--- src/rtl/hall_drive_pkg.sv ---
// Shared constants for the hall commutation and drive-mode block.
// Assumes one 100 MHz system clock; all settings arrive as plain ports.
package hall_drive_pkg;
	localparam int CLK_HZ = 100_000_000;
	localparam int CFG_W = 4;
	localparam logic [3:0] CFG_ALT_FIRST = 4'h6;
	localparam logic [3:0] CFG_ALT_LAST = 4'hb;
	localparam int ALT_TABLES = 6;
	localparam int CMD_W = 16;
	localparam int POS_W = 32;
	localparam int STEPS_W = 16;
	localparam logic [15:0] STEPS_MIN = 16'h0001;
	localparam logic [15:0] STEPS_RESET = 16'h00c8;
	localparam logic [31:0] ENC_RES_RESET = 32'h00000fa0;
	// Phase drive codes: bit1 = driven, bit0 = high side
	localparam logic [1:0] PH_OFF = 2'h0;
	localparam logic [1:0] PH_LOW = 2'h2;
	localparam logic [1:0] PH_HIGH = 2'h3;
	localparam int SINE_W = 8;
	typedef enum logic [1:0] {MODE_CURRENT, MODE_SPEED, MODE_POSITION, MODE_POS_SPEED} op_mode_e;
	typedef enum logic [1:0] {SRC_ANALOG, SRC_STEP_DIR, SRC_USB, SRC_CAN} cmd_src_e;
	typedef enum logic {COMM_TRAP, COMM_SINE} comm_e;
endpackage

--- src/rtl/hall_phase_table.sv ---
// Alternate hall-to-phase lookup for settings 6 to 11.
// Assumes the hall pattern is already synchronised; pure combinational.
`timescale 1ns/10ps
module hall_phase_table (
	input wire logic [2:0] hall_i,
	input wire logic [2:0] shift_i,
	output logic [5:0] phase_o,
	output logic valid_o
);
	logic [2:0] step;
	logic [3:0] idx;
	always_comb begin
		valid_o = 1'b1;
		step = 3'h0;
		unique case (hall_i)
			3'b001: step = 3'h0;
			3'b011: step = 3'h1;
			3'b010: step = 3'h2;
			3'b110: step = 3'h3;
			3'b100: step = 3'h4;
			3'b101: step = 3'h5;
			default: valid_o = 1'b0;
		endcase
		// Each setting advances one table row, which is a 60 degree shift
		idx = 4'(step) + 4'(shift_i);
		if (idx >= 4'h6) begin
			idx = idx - 4'h6;
		end
		// Row order of setting 6: AB AC BC BA CA CB (high/low)
		unique case (idx[2:0])
			3'h0: phase_o = {hall_drive_pkg::PH_HIGH, hall_drive_pkg::PH_LOW, hall_drive_pkg::PH_OFF};
			3'h1: phase_o = {hall_drive_pkg::PH_HIGH, hall_drive_pkg::PH_OFF, hall_drive_pkg::PH_LOW};
			3'h2: phase_o = {hall_drive_pkg::PH_OFF, hall_drive_pkg::PH_HIGH, hall_drive_pkg::PH_LOW};
			3'h3: phase_o = {hall_drive_pkg::PH_LOW, hall_drive_pkg::PH_HIGH, hall_drive_pkg::PH_OFF};
			3'h4: phase_o = {hall_drive_pkg::PH_LOW, hall_drive_pkg::PH_OFF, hall_drive_pkg::PH_HIGH};
			default: phase_o = {hall_drive_pkg::PH_OFF, hall_drive_pkg::PH_LOW, hall_drive_pkg::PH_HIGH};
		endcase
		if (!valid_o) begin
			phase_o = {hall_drive_pkg::PH_OFF, hall_drive_pkg::PH_OFF, hall_drive_pkg::PH_OFF};
		end
	end
endmodule

--- src/rtl/hall_drive_ctrl.sv ---
// Hall commutation and drive-mode control for a brushless motor stage.
// Assumes synchronous inputs on clk_sys_i; loop regulators sit outside and
// supply the torque demand; this block gates, signs and steers it.
// Behaviour
// - Settings 6 to 11 form one circular table, each step 60 degrees
// - Setting 6 maps hall rows to AB AC BC BA CA CB
// - Setting 7 maps hall rows to AC BC BA CA CB AB
// - Setting 8 maps hall rows to BC BA CA CB AB AC
// - Setting 9 maps hall rows to BA CA CB AB AC BC
// - Setting 10 maps hall rows to CA CB AB AC BC BA
// - Setting 11 maps hall rows to CB AB AC BC BA CA
// - Reverse spin swaps rotation without touching feedback polarity
// - Current mode regulates current only, speed loop idle
// - Speed mode holds speed by adjusting current
// - Step and direction source refused in current and speed modes
// - Position modes run their loops; commands apply at once, no ramp
// - Position modes need 4-quadrant and encoder feedback
// - Trapezoidal drives one phase high, one low, third floating
// - Sinusoidal drives all three phases together
// - 2-quadrant never brakes; 4-quadrant accelerates and brakes
// - With sync enabled, encoder count realigns on hall 1 edges
// - Source is analog, step/dir, USB or CAN; direction inverts analog
// - Drive runs only while enable input is asserted
// - One step per rising step edge; steps per rev from 1 to 65535
// - Step size is encoder resolution divided by steps per rev
// - Active limit inputs inhibit torque in their direction
// - Decoupled enable waits for command enable; else analog auto-enables
`timescale 1ns/10ps
module hall_drive_ctrl #(
	parameter int CMD_W = hall_drive_pkg::CMD_W,
	parameter int POS_W = hall_drive_pkg::POS_W
) (
	input wire logic clk_sys_i,
	input wire logic nrst_i,
	input wire logic [2:0] hall_i,
	input wire logic step_i,
	input wire logic dir_i,
	input wire logic enable_i,
	input wire logic limit_pos_i,
	input wire logic limit_neg_i,
	input wire logic [3:0] hall_cfg_i,
	input wire logic reverse_spin_i,
	input wire logic [1:0] op_mode_i,
	input wire logic [1:0] cmd_src_i,
	input wire logic comm_sine_i,
	input wire logic four_quad_i,
	input wire logic encoder_en_i,
	input wire logic enc_sync_i,
	input wire logic limits_en_i,
	input wire logic enable_decouple_i,
	input wire logic comm_enable_i,
	input wire logic comm_disable_i,
	input wire logic [15:0] steps_per_rev_i,
	input wire logic [31:0] enc_res_i,
	input wire logic signed [CMD_W-1:0] cmd_i,
	input wire logic signed [CMD_W-1:0] torque_dem_i,
	input wire logic [POS_W-1:0] enc_count_i,
	input wire logic [POS_W-1:0] hall1_align_i,
	input wire logic [7:0] elec_angle_i,
	output logic [5:0] phase_o,
	output logic [3*hall_drive_pkg::SINE_W-1:0] sine_duty_o,
	output logic drive_on_o,
	output logic cfg_err_o,
	output logic [1:0] loops_o,
	output logic signed [CMD_W-1:0] cmd_eff_o,
	output logic signed [POS_W-1:0] pos_target_o,
	output logic [POS_W-1:0] enc_count_o,
	output logic enc_resync_o
);
	logic [1:0] rst_sync_q;
	logic rst_n;
	logic [2:0] hall_prev_q;
	logic step_prev_q;
	logic comm_en_q;
	logic strap_done_q;
	logic cfg_ok;
	logic run;
	logic [2:0] tbl_shift;
	logic alt_sel;
	logic [5:0] tbl_phase;
	logic tbl_valid;
	logic signed [CMD_W-1:0] cmd_signed;
	logic signed [CMD_W-1:0] torque_d;
	logic [31:0] step_size_q;
	logic [31:0] div_rem_q;
	logic [31:0] div_quo_q;
	logic [5:0] div_cnt_q;
	logic [15:0] div_den_q;
	logic div_busy_q;
	logic [7:0] sa;
	logic [7:0] sb;
	logic [7:0] sc;
	logic edge_arm_q;
	logic prev_valid;
	logic step_ok_q;
	logic [5:0] tbl_swap;

	assign rst_n = rst_sync_q[1];

	always_ff @(posedge clk_sys_i or negedge nrst_i) begin
		if (!nrst_i) begin
			rst_sync_q <= 2'h0;
		end else begin
			rst_sync_q <= {rst_sync_q[0], 1'b1};
		end
	end

	// Edges are ignored for one cycle, as the reset values of the copies are not real
	always_ff @(posedge clk_sys_i or negedge rst_n) begin
		if (!rst_n) begin
			hall_prev_q <= 3'h0;
			step_prev_q <= 1'b0;
			edge_arm_q <= 1'b0;
		end else begin
			hall_prev_q <= hall_i;
			step_prev_q <= step_i;
			edge_arm_q <= 1'b1;
		end
	end

	// A fault pattern before a hall 1 change is not a rotor edge
	always_comb begin
		prev_valid = hall_prev_q != 3'h0 && hall_prev_q != 3'h7;
	end

	// Configuration legality: illegal combos keep the stage off rather than guess
	always_comb begin
		cfg_ok = 1'b1;
		if ((op_mode_i == 2'(hall_drive_pkg::MODE_CURRENT) ||
			op_mode_i == 2'(hall_drive_pkg::MODE_SPEED)) &&
			cmd_src_i == 2'(hall_drive_pkg::SRC_STEP_DIR)) begin
			cfg_ok = 1'b0;
		end
		if ((op_mode_i == 2'(hall_drive_pkg::MODE_POSITION) ||
			op_mode_i == 2'(hall_drive_pkg::MODE_POS_SPEED)) &&
			(!four_quad_i || !encoder_en_i)) begin
			cfg_ok = 1'b0;
		end
		if (steps_per_rev_i < hall_drive_pkg::STEPS_MIN &&
			cmd_src_i == 2'(hall_drive_pkg::SRC_STEP_DIR)) begin
			cfg_ok = 1'b0;
		end
	end

	// Communication enable latch; the enable command wins over a disable
	// Auto-enable is tried once only, so a later source change never self-enables
	always_ff @(posedge clk_sys_i or negedge rst_n) begin
		if (!rst_n) begin
			comm_en_q <= 1'b0;
			strap_done_q <= 1'b0;
		end else begin
			strap_done_q <= 1'b1;
			if (comm_enable_i) begin
				comm_en_q <= 1'b1;
			end else if (comm_disable_i) begin
				comm_en_q <= 1'b0;
			end else if (!strap_done_q && !enable_decouple_i &&
				cmd_src_i == 2'(hall_drive_pkg::SRC_ANALOG)) begin
				comm_en_q <= 1'b1;
			end
		end
	end

	always_comb begin
		run = cfg_ok && enable_i && comm_en_q;
	end

	always_comb begin
		alt_sel = hall_cfg_i >= hall_drive_pkg::CFG_ALT_FIRST &&
			hall_cfg_i <= hall_drive_pkg::CFG_ALT_LAST;
		tbl_shift = alt_sel ? 3'(hall_cfg_i - hall_drive_pkg::CFG_ALT_FIRST) : 3'h0;
	end

	// Setting index selects the starting row
	hall_phase_table u_table (
		.hall_i(hall_i),
		.shift_i(tbl_shift),
		.phase_o(tbl_phase),
		.valid_o(tbl_valid)
	);

	// Command shaping: analog sign follows the direction input
	always_comb begin
		cmd_signed = cmd_i;
		if (cmd_src_i == 2'(hall_drive_pkg::SRC_ANALOG) && dir_i) begin
			cmd_signed = -cmd_i;
		end
	end

	// Torque demand after quadrant and limit gating
	always_comb begin
		torque_d = torque_dem_i;
		// In 2-quadrant mode braking demand (opposing command sign) is dropped
		// A zero command counts as forward, so only forward demand then passes
		if (!four_quad_i && (torque_dem_i[CMD_W-1] != cmd_signed[CMD_W-1])) begin
			torque_d = '0;
		end
		if (limits_en_i && limit_pos_i && !torque_d[CMD_W-1] && torque_d != '0) begin
			torque_d = '0;
		end
		if (limits_en_i && limit_neg_i && torque_d[CMD_W-1]) begin
			torque_d = '0;
		end
		// Reverse spin flips electrical direction only; feedback untouched
		if (reverse_spin_i) begin
			torque_d = -torque_d;
		end
	end

	always_ff @(posedge clk_sys_i or negedge rst_n) begin
		if (!rst_n) begin
			cmd_eff_o <= '0;
			drive_on_o <= 1'b0;
			cfg_err_o <= 1'b0;
			loops_o <= 2'h0;
		end else begin
			cmd_eff_o <= run ? torque_d : '0;
			drive_on_o <= run;
			cfg_err_o <= !cfg_ok;
			// Loops active: 0 current, 1 speed+current, 2 pos+current, 3 all
			loops_o <= op_mode_i;
		end
	end

	// Reversed torque: every driven phase trades its high and low side
	always_comb begin
		tbl_swap = tbl_phase;
		for (int p = 0; p < 3; p++) begin
			if (tbl_phase[2*p+1]) begin
				tbl_swap[2*p] = ~tbl_phase[2*p];
			end
		end
	end

	// Phase outputs: block commutation or all-three sine duties
	always_ff @(posedge clk_sys_i or negedge rst_n) begin
		if (!rst_n) begin
			phase_o <= 6'h0;
		end else if (!run || !tbl_valid || torque_d == '0) begin
			phase_o <= 6'h0;
		end else if (comm_sine_i) begin
			phase_o <= {3{hall_drive_pkg::PH_HIGH}};
		end else if (torque_d[CMD_W-1]) begin
			phase_o <= tbl_swap;
		end else begin
			phase_o <= tbl_phase;
		end
	end

	// Coarse triangle-folded sine for the three 120-degree offset phases
	function automatic logic [7:0] wave(input logic [7:0] ang);
		logic [7:0] fold;
		fold = ang[7] ? ~ang : ang;
		return {fold[6:0], 1'b0};
	endfunction

	always_comb begin
		sa = wave(elec_angle_i);
		sb = wave(elec_angle_i - 8'h55);
		sc = wave(elec_angle_i - 8'haa);
	end

	always_ff @(posedge clk_sys_i or negedge rst_n) begin
		if (!rst_n) begin
			sine_duty_o <= '0;
		// Duties drop to zero on any fault so the bridge never keeps a stale duty
		end else if (run && comm_sine_i && tbl_valid) begin
			sine_duty_o <= {sa, sb, sc};
		end else begin
			sine_duty_o <= '0;
		end
	end

	// Encoder resync on hall 1 edges, only while turning with sync on
	always_ff @(posedge clk_sys_i or negedge rst_n) begin
		if (!rst_n) begin
			enc_count_o <= '0;
			enc_resync_o <= 1'b0;
		end else if (enc_sync_i && encoder_en_i && run && edge_arm_q &&
			tbl_valid && prev_valid && (hall_i[2] != hall_prev_q[2])) begin
			enc_count_o <= hall1_align_i;
			enc_resync_o <= 1'b1;
		end else begin
			enc_count_o <= enc_count_i;
			enc_resync_o <= 1'b0;
		end
	end

	// Restoring divider: step size = resolution / steps per rev, truncated
	// A new steps-per-rev value takes effect up to 67 cycles later
	always_ff @(posedge clk_sys_i or negedge rst_n) begin
		if (!rst_n) begin
			div_busy_q <= 1'b0;
			div_cnt_q <= 6'h0;
			div_rem_q <= '0;
			div_quo_q <= '0;
			div_den_q <= hall_drive_pkg::STEPS_RESET;
			step_size_q <= '0;
			step_ok_q <= 1'b0;
		end else if (!div_busy_q) begin
			if (steps_per_rev_i != 16'h0) begin
				div_busy_q <= 1'b1;
				div_cnt_q <= 6'h20;
				div_rem_q <= '0;
				div_quo_q <= enc_res_i;
				div_den_q <= steps_per_rev_i;
			end
		end else if (div_cnt_q != 6'h0) begin
			if ({div_rem_q[30:0], div_quo_q[31]} >= {16'h0, div_den_q}) begin
				div_rem_q <= {div_rem_q[30:0], div_quo_q[31]} - {16'h0, div_den_q};
				div_quo_q <= {div_quo_q[30:0], 1'b1};
			end else begin
				div_rem_q <= {div_rem_q[30:0], div_quo_q[31]};
				div_quo_q <= {div_quo_q[30:0], 1'b0};
			end
			div_cnt_q <= div_cnt_q - 6'h1;
		end else begin
			step_size_q <= div_quo_q;
			step_ok_q <= 1'b1;
			div_busy_q <= 1'b0;
		end
	end

	// Step target moves at once on each rising step edge, no ramp
	// Steps that arrive before the first step size is known are dropped
	always_ff @(posedge clk_sys_i or negedge rst_n) begin
		if (!rst_n) begin
			pos_target_o <= '0;
		end else if (cmd_src_i == 2'(hall_drive_pkg::SRC_STEP_DIR) && run &&
			step_ok_q && edge_arm_q && step_i && !step_prev_q) begin
			if (dir_i) begin
				pos_target_o <= pos_target_o - $signed(POS_W'(step_size_q));
			end else begin
				pos_target_o <= pos_target_o + $signed(POS_W'(step_size_q));
			end
		end else if (cmd_src_i != 2'(hall_drive_pkg::SRC_STEP_DIR) &&
			op_mode_i[1]) begin
			pos_target_o <= POS_W'(cmd_signed);
		end
	end
endmodule

--- config.mk ---
export PLATFORM = sky130hd
export DESIGN_NAME = hall_drive_ctrl
export DESIGN_NICKNAME = d
export VERILOG_FILES = /design/src/rtl/hall_drive_pkg.sv /design/src/rtl/hall_phase_table.sv /design/src/rtl/hall_drive_ctrl.sv
export SDC_FILE = /design/constraint.sdc
export NUM_CORES = 1
export LEC_CHECK = 0
export BUFFER_PORTS_ARGS = -buffer_cell sky130_fd_sc_hd__buf_2
export CAP_MARGIN = 15
export CELL_PAD_IN_SITES_DETAIL_PLACEMENT = 0
export CELL_PAD_IN_SITES_GLOBAL_PLACEMENT = 2
export CORE_MARGIN = 5
export CORE_UTILIZATION = 30
export DETAILED_ROUTE_END_ITERATION = 12
export PLACE_DENSITY_LB_ADDON = 0.15
export SLEW_MARGIN = 20
export SYNTH_ARGS = -nofsm -noshare
export SYNTH_HDL_FRONTEND = slang
export SYNTH_HIERARCHICAL = 1
export SYNTH_SLANG_ARGS = --single-unit
--- constraint.sdc ---
create_clock -name clk_sys_i -period 6.6 [get_ports clk_sys_i]
set_input_delay 0.33 -clock clk_sys_i [delete_from_list [all_inputs] [get_ports clk_sys_i]]
set_output_delay 0.33 -clock clk_sys_i [all_outputs]
set_load 0.02 [all_outputs]
==> results of run 1 <==
-- registers in the layout (all words and copies together), names as in the netlist, 2 cells and up --
name / cells
cmd_eff_o: 16
div_cnt_q: 6
div_den_q: 16
div_quo_q: 32
div_rem_q: 31
enc_count_o: 32
hall_prev_q: 3
loops_o: 2
phase_o: 6
pos_target_o: 32
rst_sync_q: 2
sine_duty_o: 21
step_size_q: 32
-- cell type report --
class | count | area share (%)
multi-input combinational | 1213 | 42.6
sequential | 239 | 32.9
timing repair buffer | 387 | 13.2
clock buffer | 44 | 4.81
tap | 615 | 4.23
inverter | 64 | 1.32
clock inverter | 11 | 0.901
antenna | 1 | 0.0138
-- what timing repair did --
action                                 4_1_cts  5_1_grt
buffers inserted                             0        0
hold buffers                                86        0
endpoints found under the hold margin       54        0
gates resized for setup                      0        0
-- critical path: stages --
cell and delay, ns:
dlygate4sd3_1 0.53, buf_2 0.13, nor4_1 0.41, and4_1 0.56
nand2b_1 0.17, a32oi_1 0.17, nand3_1 0.37, inv_1 0.21
and2_1 0.31, nand3_1 0.10, buf_4 0.34, clkinv_1 0.85
nand2_1 0.28, nand2_1 0.08, dlygate4sd3_1 0.56
-- logic make-up after synthesis --
logic type | count (synthesis) | synth area share, %
xor+xnor | 146 | 9.07
other cells | 2 | 0.0526
compound gates | 389 | 16.6
flops | 239 | 41.9
fa+ha+maj | 61 | 5.51
mux | 79 | 5.91
buf+inv | 135 | 3.88
simple gates | 533 | 17.0
-- report_power, final --
| part | switching, mW | total, mW | leakage [nW] | internal, mW |
|---|---|---|---|---|
| combinational | 2.11 | 3.79 | 5.11 | 1.68 |
| sequential | 0.399 | 2.30 | 2.95 | 1.90 |
| clock | 0.642 | 1.71 | 0.504 | 1.07 |
| total | 3.15 | 7.80 | 8.57 | 4.64 |
-- worst min-delay path by stage --
stage	start	to	slack [ns]	cells past startpoint
floorplan	nrst_i	rst_sync_q[0]	0.03	0
global placement	nrst_i	rst_sync_q[0]	0.12	1
detailed placement	nrst_i	rst_sync_q[0]	0.12	1
CTS	steps_per_rev_i[2]	div_den_q[2]	0.007	3
global route	enc_res_i[15]	div_quo_q[15]	0.02	3
finish	steps_per_rev_i[2]	div_den_q[2]	0.05	3
-- metrics by stage --
step	setup slack, ns	hold slack, ns	power (mW)	cell area [um2]
global placement	2.11	0.115	6.10	16300
finish	1.58	0.0463	7.80	18200
CTS	1.90	0.00716	7.92	18200
detailed placement	2.08	0.116	6.10	16300
global route	1.19	0.0202	8.54	18200
floorplan	2.56	0.0344	5.16	14300
-- cells in the mapped netlist, types with 5 or more instances --
library cell	instances
a211oi_1	10
o21ai_0	144
and2_1	9
ha_1	58
xnor2_1	105
nor2_1	115
nor4_1	17
a31oi_1	9
nand3_1	23
clkbuf_1	57
inv_1	63
nand4_1	11
nand2b_1	18
buf_2	5
nor3_1	24
o21a_1	8
mux2i_1	46
nor2b_1	7
dfrtp_1	236
or3_1	10
and3_1	6
xor2_1	39
nand2_1	258
a21o_1	19
buf_4	6
o211ai_1	18
o31ai_1	10
a21oi_1	96
o22ai_1	15
o211a_1	7
mux2_2	32
o21bai_1	9
-- per-layer routing --
metal	GRT usage (%)	vias up	share of wire [%]
li1	-	6222	-
met1	22.9	5863	48
met2	27.1	192	47
met3	2.52	46	3.7
met4	3.48	2	1.7
met5	0	-	0.016
==> results.md, run 1 <==
* Status: complete, no violations
* Cell count after synthesis at 1584
* Die H at 228 um
* First-pass GRT wire length at 70600 um
* Distinct cells, synth at 81
* Dpl cells at 2432
* Reg area at 5990 um2
* Row count at 80
* Floorplan core area at 47400 um2
* CTS tree: built
* RR Startpoint: step_size_q[4]
* Worst Path Required at 7.05 ns
* FF-to-FF End: pos_target_o[30]
* GRT overflow at 0
* Total wire length at 43500 um
* Vias/cell at 4.79
* Primary FF master, synth: dfrtp_1
* Synth top area share at 41.4%
* Post-layout net count at 2176
* Gr usage total at 16.4%
* Seq/Total Area, Yosys at 41.9%
* Iter 0 DRT Violations at 607
* R2R cell count at 16
* Vias in the first global route at 12600
* Hold Fails Final Rpt at 0
* Hold Path Class: input pin to register
* Clock Path Buffers at 3
* TritonRoute pass-1 iters at 6
* Initial core utilization at 30.1%
* Fin crit period at 5.02 ns
* Clock sink count at 239
* Final Cycle Share at 76.1%
* Clock skew at 0.0138 ns
* Slew @ Worst Pin at 0.960 ns
* Commonest non-fill, non-tap cells in the layout: buf_2, nand2_1, dfrtp_1
* TNS Setup at 0 ns
* CTS clock-pin slew for the worst setup and hold paths at 0.06 ns
* Total CTS buffers at 31
* Die Area at 52000 um2
* Initial antenna violation count at 3
* Netlist area before placement at 14300 um2
* Hpwl dp at 33200 um
* Multi-input logic area at 7760 um2
* GPL Wtd Cong at 0.852
* Maximum vdd drop at 178 uV
* Layout cells sized above 1 at 21.1%
* Unrepaired setup endpoints after global routing: false
* Crit-path max FO at 33
* Fillers at 4871
* Synth area leaders: dfrtp_1, nand2_1, xnor2_1
* Final core utilization at 38.3%
* Reg2reg setup slack at 2.11 ns
* Largest net degree at the start of global routing at 89
* Setup crit end: enc_count_o[8]
* Pleak at 8.57 nW
* Routed len/inst at 16.9 um
* Pins over their slew limit at 0
* Pwr per Cell Area at 429 nW/um2
* Root buffer cell: clkbuf_16
* Cell accounting for the most synthesized area: dfrtp_1
* Worst setup EP type: register
* Max cap viols at 0
* Setup Viol. Count Final at 0
* CP Class: input pin to register
* Antenna-violating nets left at 0
* FF+latch count, synth at 239
* Synthesized area per cell at 9.01 um2
* Port Buffers at 290
* # DRC at 0
* Die Wd at 228 um
* Commonest non-fill, non-tap cell in the layout: buf_2
* Setup crit start: steps_per_rev_i[14]
* H-tree levels at 1
* Worst Setup Start Kind: input pin
* Crit path arrival time at 5.48 ns
* Vias at 12300
* I/O pin cnt at 294
* Ys Warns at 6
* Finished Layout Cells at 2574
* Post-synth EDFFs at 0
* Async set-reset flop share out of synthesis at 100%
* FMAX at 199 MHz
* Area grow syn2layout at 27.5%
* Max-slew headroom at 35.6%
* Skew-Pair Late Insertion Delay at 0.57 ns
Power figures use the tool's default switching activity.
==> inputs of run 2 (changes only) <==
--- a/config.mk
+++ b/config.mk
@@ -10,7 +10,7 @@
 export CELL_PAD_IN_SITES_DETAIL_PLACEMENT = 0
 export CELL_PAD_IN_SITES_GLOBAL_PLACEMENT = 2
 export CORE_MARGIN = 5
-export CORE_UTILIZATION = 30
+export CORE_UTILIZATION = 34
 export DETAILED_ROUTE_END_ITERATION = 12
 export PLACE_DENSITY_LB_ADDON = 0.15
 export SLEW_MARGIN = 20
==> constraint.sdc (replaced) <==
create_clock -name clk_sys_i -period 4.75 [get_ports clk_sys_i]
set_input_delay 0.2375 -clock clk_sys_i [delete_from_list [all_inputs] [get_ports clk_sys_i]]
set_output_delay 0.2375 -clock clk_sys_i [all_outputs]
set_load 0.02 [all_outputs]
==> results.md, run 2 (same netlist as run 1, synthesis figures left out) <==
* Status: complete, no violations (unchanged)
* Max cap viols at 0 (unchanged)
* Crit path largest cell delay at 0.42 ns (was 0.85 ns)
* Final Cycle Share at 90.9%
* Reg2reg setup slack at 0.43 ns (was 2.11 ns)
* Vias in the first global route at 12400 (was 12600)
* Area grow syn2layout at 29.4% (was 27.5%)
* Slew @ Worst Pin at 1.08 ns (was 0.960 ns)
* CTS tree: built (unchanged)
* CP bufs+invs at 0 (was 6)
* FMAX at 232 MHz
* Worst setup EP type: register (unchanged)
* Hold Path Class: input pin to register (unchanged)
* Setup Viol. Count Final at 0 (unchanged)
* CP Class: register to register (was input pin to register)
* Hold Path Origin: enc_res_i[28] (was steps_per_rev_i[2])
* TritonRoute pass-1 iters at 4 (was 6)
* Commonest non-fill, non-tap cells in the layout: buf_2, nand2_1, dfrtp_1 (unchanged)
* Iter 0 DRT Violations at 568 (was 607)
* R2R cell count at 16 (unchanged)
* Worst hold stages at 3 (unchanged)
* FF-to-FF End: pos_target_o[30] (unchanged)
* Row count at 75 (was 80)
* CP delay by family, top: compound AO/OA/AOI/OAI gates (was buffers and inverters)
* GRT overflow at 0 (unchanged)
* Fillers at 4120 (was 4871)
* Antenna-violating nets left at 0 (unchanged)
* Skew-Pair Late Insertion Delay at 0.56 ns (was 0.57 ns)
* Finished Layout Cells at 2540 (was 2574)
* Unrepaired setup endpoints after global routing: false (unchanged)
* Hpwl dp at 32200 um (was 33200 um)
* # DRC at 0 (unchanged)
* Post-layout net count at 2219 (was 2176)
* Hold Fails Final Rpt at 0 (unchanged)
* Fin crit period at 4.32 ns
* Die H at 215 um (was 228 um)
* Die Area at 46200 um2 (was 52000 um2)
* Routed len/inst at 16.7 um (was 16.9 um)
* Vias at 12500 (was 12300)
* Crit path arrival time at 4.82 ns (was 5.48 ns)
* Clock Path Buffers at 3 (unchanged)
* First-pass GRT wire length at 68800 um (was 70600 um)
* CTS clock-pin slew for the worst setup and hold paths at 0.06 ns (about the same)
* Pleak at 8.74 nW (was 8.57 nW)
* Crit path depth at 16 (was 15)
* Postcts setup bufs at 0 (unchanged)
* Worst hold margin at 0.0388 ns (was 0.0463 ns)
* Pins over their slew limit at 0 (unchanged)
* Setup crit start: step_size_q[4] (was steps_per_rev_i[14])
* RR Startpoint: step_size_q[4] (unchanged)
* Dpl cells at 2364 (was 2432)
* Hold endpoint: div_quo_q[28] (was div_den_q[2])
* I/O pin cnt at 294 (unchanged)
* Floorplan core area at 41800 um2 (was 47400 um2)
* Largest net degree at the start of global routing at 84 (was 89)
* Maximum vdd drop at 295 uV (was 178 uV)
* Crit-path max FO at 6 (was 33)
* Total wire length at 42400 um (was 43500 um)
* Layout cells sized above 1 at 21.1% (about the same)
* Total CTS buffers at 29 (was 31)
* GPL Wtd Cong at 0.844 (was 0.852)
* Slowest-stage cell, CP: or3_1 (was clkinv_1)
* CP Cell Sequence: or3_1 > nor3b_1 > nor4b_2 > a21oi_1 > xnor2_1 > ha_1 > a21o_1 > a21o_1 > a21oi_1 > o221ai_1 > a21oi_1 > nand2_1 > a311o_1 > a21o_1 > a2111o_1 > nand3_1 (was dlygate4sd3_1 > buf_2 > nor4_1 > and4_1 > nand2b_1 > a32oi_1 > nand3_1 > inv_1 > and2_1 > nand3_1 > buf_4 > clkinv_1 > nand2_1 > nand2_1 > dlygate4sd3_1)
* TNS Setup at 0 ns (unchanged)
* Gr usage total at 18.0% (was 16.4%)
* Max-slew headroom at 27.9% (was 35.6%)
* Clock skew at 0.0127 ns (was 0.0138 ns)
* Die Wd at 215 um (was 228 um)
* Pwr per Cell Area at 583 nW/um2 (was 429 nW/um2)
* Vias/cell at 4.90 (was 4.79)
* Clock sink count at 239 (unchanged)
* Initial core utilization at 34.2% (was 30.1%)
* Worst Path Required at 5.25 ns (was 7.05 ns)
* Port Buffers at 290 (unchanged)
* H-tree levels at 1 (unchanged)
* Commonest non-fill, non-tap cell in the layout: buf_2 (unchanged)
* Worst Setup Start Kind: register (was input pin)
* Initial antenna violation count at 4 (was 3)
* Root buffer cell: clkbuf_16 (unchanged)
run 2: cell types whose count changed in the layout (fill, tap and decap cells not counted), moves of 2 or more:
cell | before | now
bufinv_16 | 4 | 2
clkinvlp_4 | 2 | 0
clkbuf_16 | 31 | 29
dlygate4sd3_1 | 86 | 123
buf_4 | 11 | 18
clkbuf_8 | 5 | 7
run 2: worst max-delay path by stage:
stage,to
after global routing,pos_target_o[31]
after detailed placement,pos_target_o[30]
after floorplan,pos_target_o[30]
after global placement,pos_target_o[30]
after CTS,pos_target_o[30]
final,pos_target_o[30]
run 2: layout make-up:
type	instances	area, um2	share of cell area (%)
clock buffer	43	848	4.60
inverter	64	240	1.30
antenna	2	5.00	0.0271
clock inverter	8	97.6	0.529
multi-input combinational	1213	7770	42.1
tap	539	674	3.65
timing repair buffer	432	2840	15.4
sequential	239	5990	32.4
run 2: metal layers:
| layer | global-route usage (%) | vias up | share of wire (%) |
|---|---|---|---|
| li1 | - | 6305 | - |
| met1 | 24.8 | 5863 | 47 |
| met2 | 29.8 | 222 | 47 |
| met3 | 2.84 | 61 | 4.1 |
| met4 | 4.40 | 2 | 2.3 |
| met5 | 0 | - | 0.026 |
run 2: what timing repair did:
action | in CTS | in global routing
hold endpoints to repair | 92 | 0
gates resized for setup | 0 | 2
hold buffers | 123 | 0
endpoints found under the setup margin | 0 | 4
run 2: power breakdown:
part | switching [mW] | leakage, nW | internal, mW | total, mW
Combinational | 2.95 | 5.32 | 2.39 | 5.34
Sequential | 0.563 | 2.95 | 2.64 | 3.20
Clock | 0.884 | 0.469 | 1.33 | 2.22
Total | 4.40 | 8.74 | 6.36 | 10.8
run 2: metrics by stage:
| stage | util [%] | cell area (um2) | worst slack, ns | power (mW) |
|---|---|---|---|---|
| 2_1_floorplan | - | 14300 | 0.713 | 7.17 |
| 3_3_place_gp | 39.0 | 16300 | 0.317 | 8.48 |
| 3_5_place_dp | 39.0 | 16300 | 0.288 | 8.51 |
| 4_1_cts | 44.2 | 18400 | 0.249 | 10.9 |
| 5_1_grt | 44.2 | 18500 | 0.0236 | 11.7 |
| 6_report | 44.2 | 18500 | 0.431 | 10.8 |
run 2: worst min-delay path: stages:
cell and delay, ns:
buf_2 0.09, mux2i_1 0.10, o21ai_0 0.11
==> inputs of run 3 (changes only) <==
==> constraint.sdc (replaced) <==
create_clock -name clk_sys_i -period 4.6 [get_ports clk_sys_i]
set_input_delay 0.23 -clock clk_sys_i [delete_from_list [all_inputs] [get_ports clk_sys_i]]
set_output_delay 0.23 -clock clk_sys_i [all_outputs]
set_load 0.02 [all_outputs]
==> results.md, run 3 (same netlist as run 1, synthesis figures left out) <==
* Status: complete, no violations (unchanged)
* Slowest-stage cell, CP: clkinv_1 (was or3_1)
* GPL Wtd Cong at 0.853 (was 0.844)
* Pleak at 8.83 nW (was 8.74 nW)
* Pre-CTS WS at 0.212 ns (was 0.288 ns)
* H-tree levels at 1 (unchanged)
* CTS clock-pin slew for the worst setup and hold paths at 0.06 ns (about the same)
* Total chip power at 11.3 mW (was 10.8 mW)
* CTS tree: built (unchanged)
* Maximum vdd drop at 306 uV (was 295 uV)
* Floorplan core area at 41800 um2 (unchanged)
* CP Class: input pin to register (was register to register)
* Clock skew at 0.0118 ns (was 0.0127 ns)
* Layout cells sized above 1 at 21.5% (was 21.1%)
* Post-DP Area at 16300 um2 (about the same)
* GRT overflow at 0 (unchanged)
* Final Cycle Share at 91.4%
* CP bufs+invs at 7 (was 0)
* N_diodes at 0 (was 2)
* Design area at 18700 um2 (was 18500 um2)
* FMAX at 238 MHz
* Initial core utilization at 34.2% (unchanged)
* I/O pin cnt at 294 (unchanged)
* CP delay by family, top: buffers and inverters (was compound AO/OA/AOI/OAI gates)
* Commonest non-fill, non-tap cells in the layout: buf_2, nand2_1, dfrtp_1 (unchanged)
* Vias/cell at 4.92 (was 4.90)
* Crit path arrival time at 4.64 ns (was 4.82 ns)
* Crit path largest cell delay at 0.76 ns (was 0.42 ns)
* Dpl cells at 2365 (was 2364)
* Max-slew headroom at 34.4% (was 27.9%)
* Worst Setup Start Kind: input pin (was register)
* Unrepaired setup endpoints after global routing: false (unchanged)
* Total CTS buffers at 30 (was 29)
* Vias in the first global route at 12600 (was 12400)
* Worst Path Required at 5.04 ns (was 5.25 ns)
* Finished Layout Cells at 2549 (was 2540)
* Max cap viols at 0 (unchanged)
* Die Area at 46200 um2 (unchanged)
* Skew-Pair Late Insertion Delay at 0.57 ns (was 0.56 ns)
* Fin crit period at 4.20 ns
* Vias at 12600 (was 12500)
* Hold Path Class: input pin to asynchronous set/reset pin (was input pin to register)
* TNS Setup at 0 ns (unchanged)
* Crit-path max FO at 33 (was 6)
* Row count at 75 (unchanged)
* Worst setup EP type: register (unchanged)
* # DRC at 0 (unchanged)
* Total wire length at 42800 um (was 42400 um)
* Clock Path Buffers at 3 (unchanged)
* Iter 0 DRT Violations at 559 (was 568)
* Routed len/inst at 16.8 um (was 16.7 um)
* Port Buffers at 290 (unchanged)
* Largest net degree at the start of global routing at 79 (was 84)
* First-pass GRT wire length at 68800 um (about the same)
* CP Cell Sequence: dlygate4sd3_1 > buf_2 > nor4_1 > and4_1 > nand2b_1 > a32oi_1 > nand3_1 > buf_4 > inv_1 > and2_1 > buf_4 > nand3_1 > clkinv_1 > nand2_1 > nand2_1 > dlygate4sd3_1 (was or3_1 > nor3b_1 > nor4b_2 > a21oi_1 > xnor2_1 > ha_1 > a21o_1 > a21o_1 > a21oi_1 > o221ai_1 > a21oi_1 > nand2_1 > a311o_1 > a21o_1 > a2111o_1 > nand3_1)
* Hold Fails Final Rpt at 0 (unchanged)
* Antenna-violating nets left at 0 (unchanged)
* Pwr per Cell Area at 605 nW/um2 (was 583 nW/um2)
* TritonRoute pass-1 iters at 5 (was 4)
* Root buffer cell: clkbuf_16 (unchanged)
* Initial antenna violation count at 0 (was 4)
* Commonest non-fill, non-tap cell in the layout: buf_2 (unchanged)
* Postcts setup bufs at 0 (unchanged)
* Gr usage total at 18.0% (about the same)
* Pins over their slew limit at 0 (unchanged)
* Final setup margin at 0.395 ns (was 0.431 ns)
* Die Wd at 215 um (unchanged)
* Slew @ Worst Pin at 0.978 ns (was 1.08 ns)
* Setup Viol. Count Final at 0 (unchanged)
* Clock sink count at 239 (unchanged)
* Hpwl dp at 32200 um (about the same)
* Area grow syn2layout at 30.8% (was 29.4%)
* Post-layout net count at 2227 (was 2219)
* Die H at 215 um (unchanged)
* Fillers at 4132 (was 4120)
-- run 3: cell count changes in the layout (fill, tap and decap cells not counted), moves of 2 or more --
cell,delta
diode_2,-2
clkbuf_1,-2
clkbuf_16,+2
clkinv_2,+3
dlygate4sd3_1,+5
buf_12,+2
-- run 3: where the power goes --
group / internal, mW / switching, mW
combinational: 2.49 / 3.06
sequential: 2.72 / 0.568
clock: 1.52 / 0.938
-- run 3: final cells by class --
| class | instances | area [um2] | area share [%] |
|---|---|---|---|
| Clock buffer | 44 | 905 | 4.85 |
| Clock inverter | 11 | 133 | 0.711 |
| Inverter | 64 | 240 | 1.29 |
| Multi-Input combinational cell | 1213 | 7790 | 41.8 |
| Sequential cell | 239 | 5990 | 32.1 |
| Tap cell | 539 | 674 | 3.61 |
| Timing Repair Buffer | 439 | 2930 | 15.7 |
-- run 3: metrics by stage --
step | utilization [%] | hold slack [ns]
2_1_floorplan | - | -0.0656
5_1_grt | 44.7 | 0.00483
3_3_place_gp | 39.0 | 0.0157
4_1_cts | 44.6 | 0.00305
3_5_place_dp | 39.0 | 0.0201
6_report | 44.7 | 0.0272
-- run 3: final timing paths --
kind | from | endpoint | slack [ns] | cells after the start
worst max-delay path | steps_per_rev_i[14] | enc_count_o[9] | 0.40 | 16
worst min-delay path | nrst_i | rst_sync_q[0] | 0.03 | 2
worst max register to register | step_size_q[8] | pos_target_o[30] | 0.40 | 19
worst min register to register | rst_sync_q[1] | sine_duty_o[7] | 0.32 | 0
max in group asynchronous | rst_sync_q[1] | cmd_eff_o[6] | 3.23 | 1
min in group clk_sys_i | enc_res_i[16] | div_quo_q[16] | 0.03 | 3
-- run 3: timing repair --
action	CTS	global route
hold buffers	128	0
resized for setup	0	6
hold endpoints to repair	99	0
endpoints found under the setup margin	0	4
-- run 3: routing by layer --
metal	up-vias	routed length [um]	GRT usage (%)
li1	6314	-	-
met1	5950	19900	24.6
met2	224	20200	30.1
met3	65	1650	2.70
met4	0	1020	4.55
met5	-	0	0
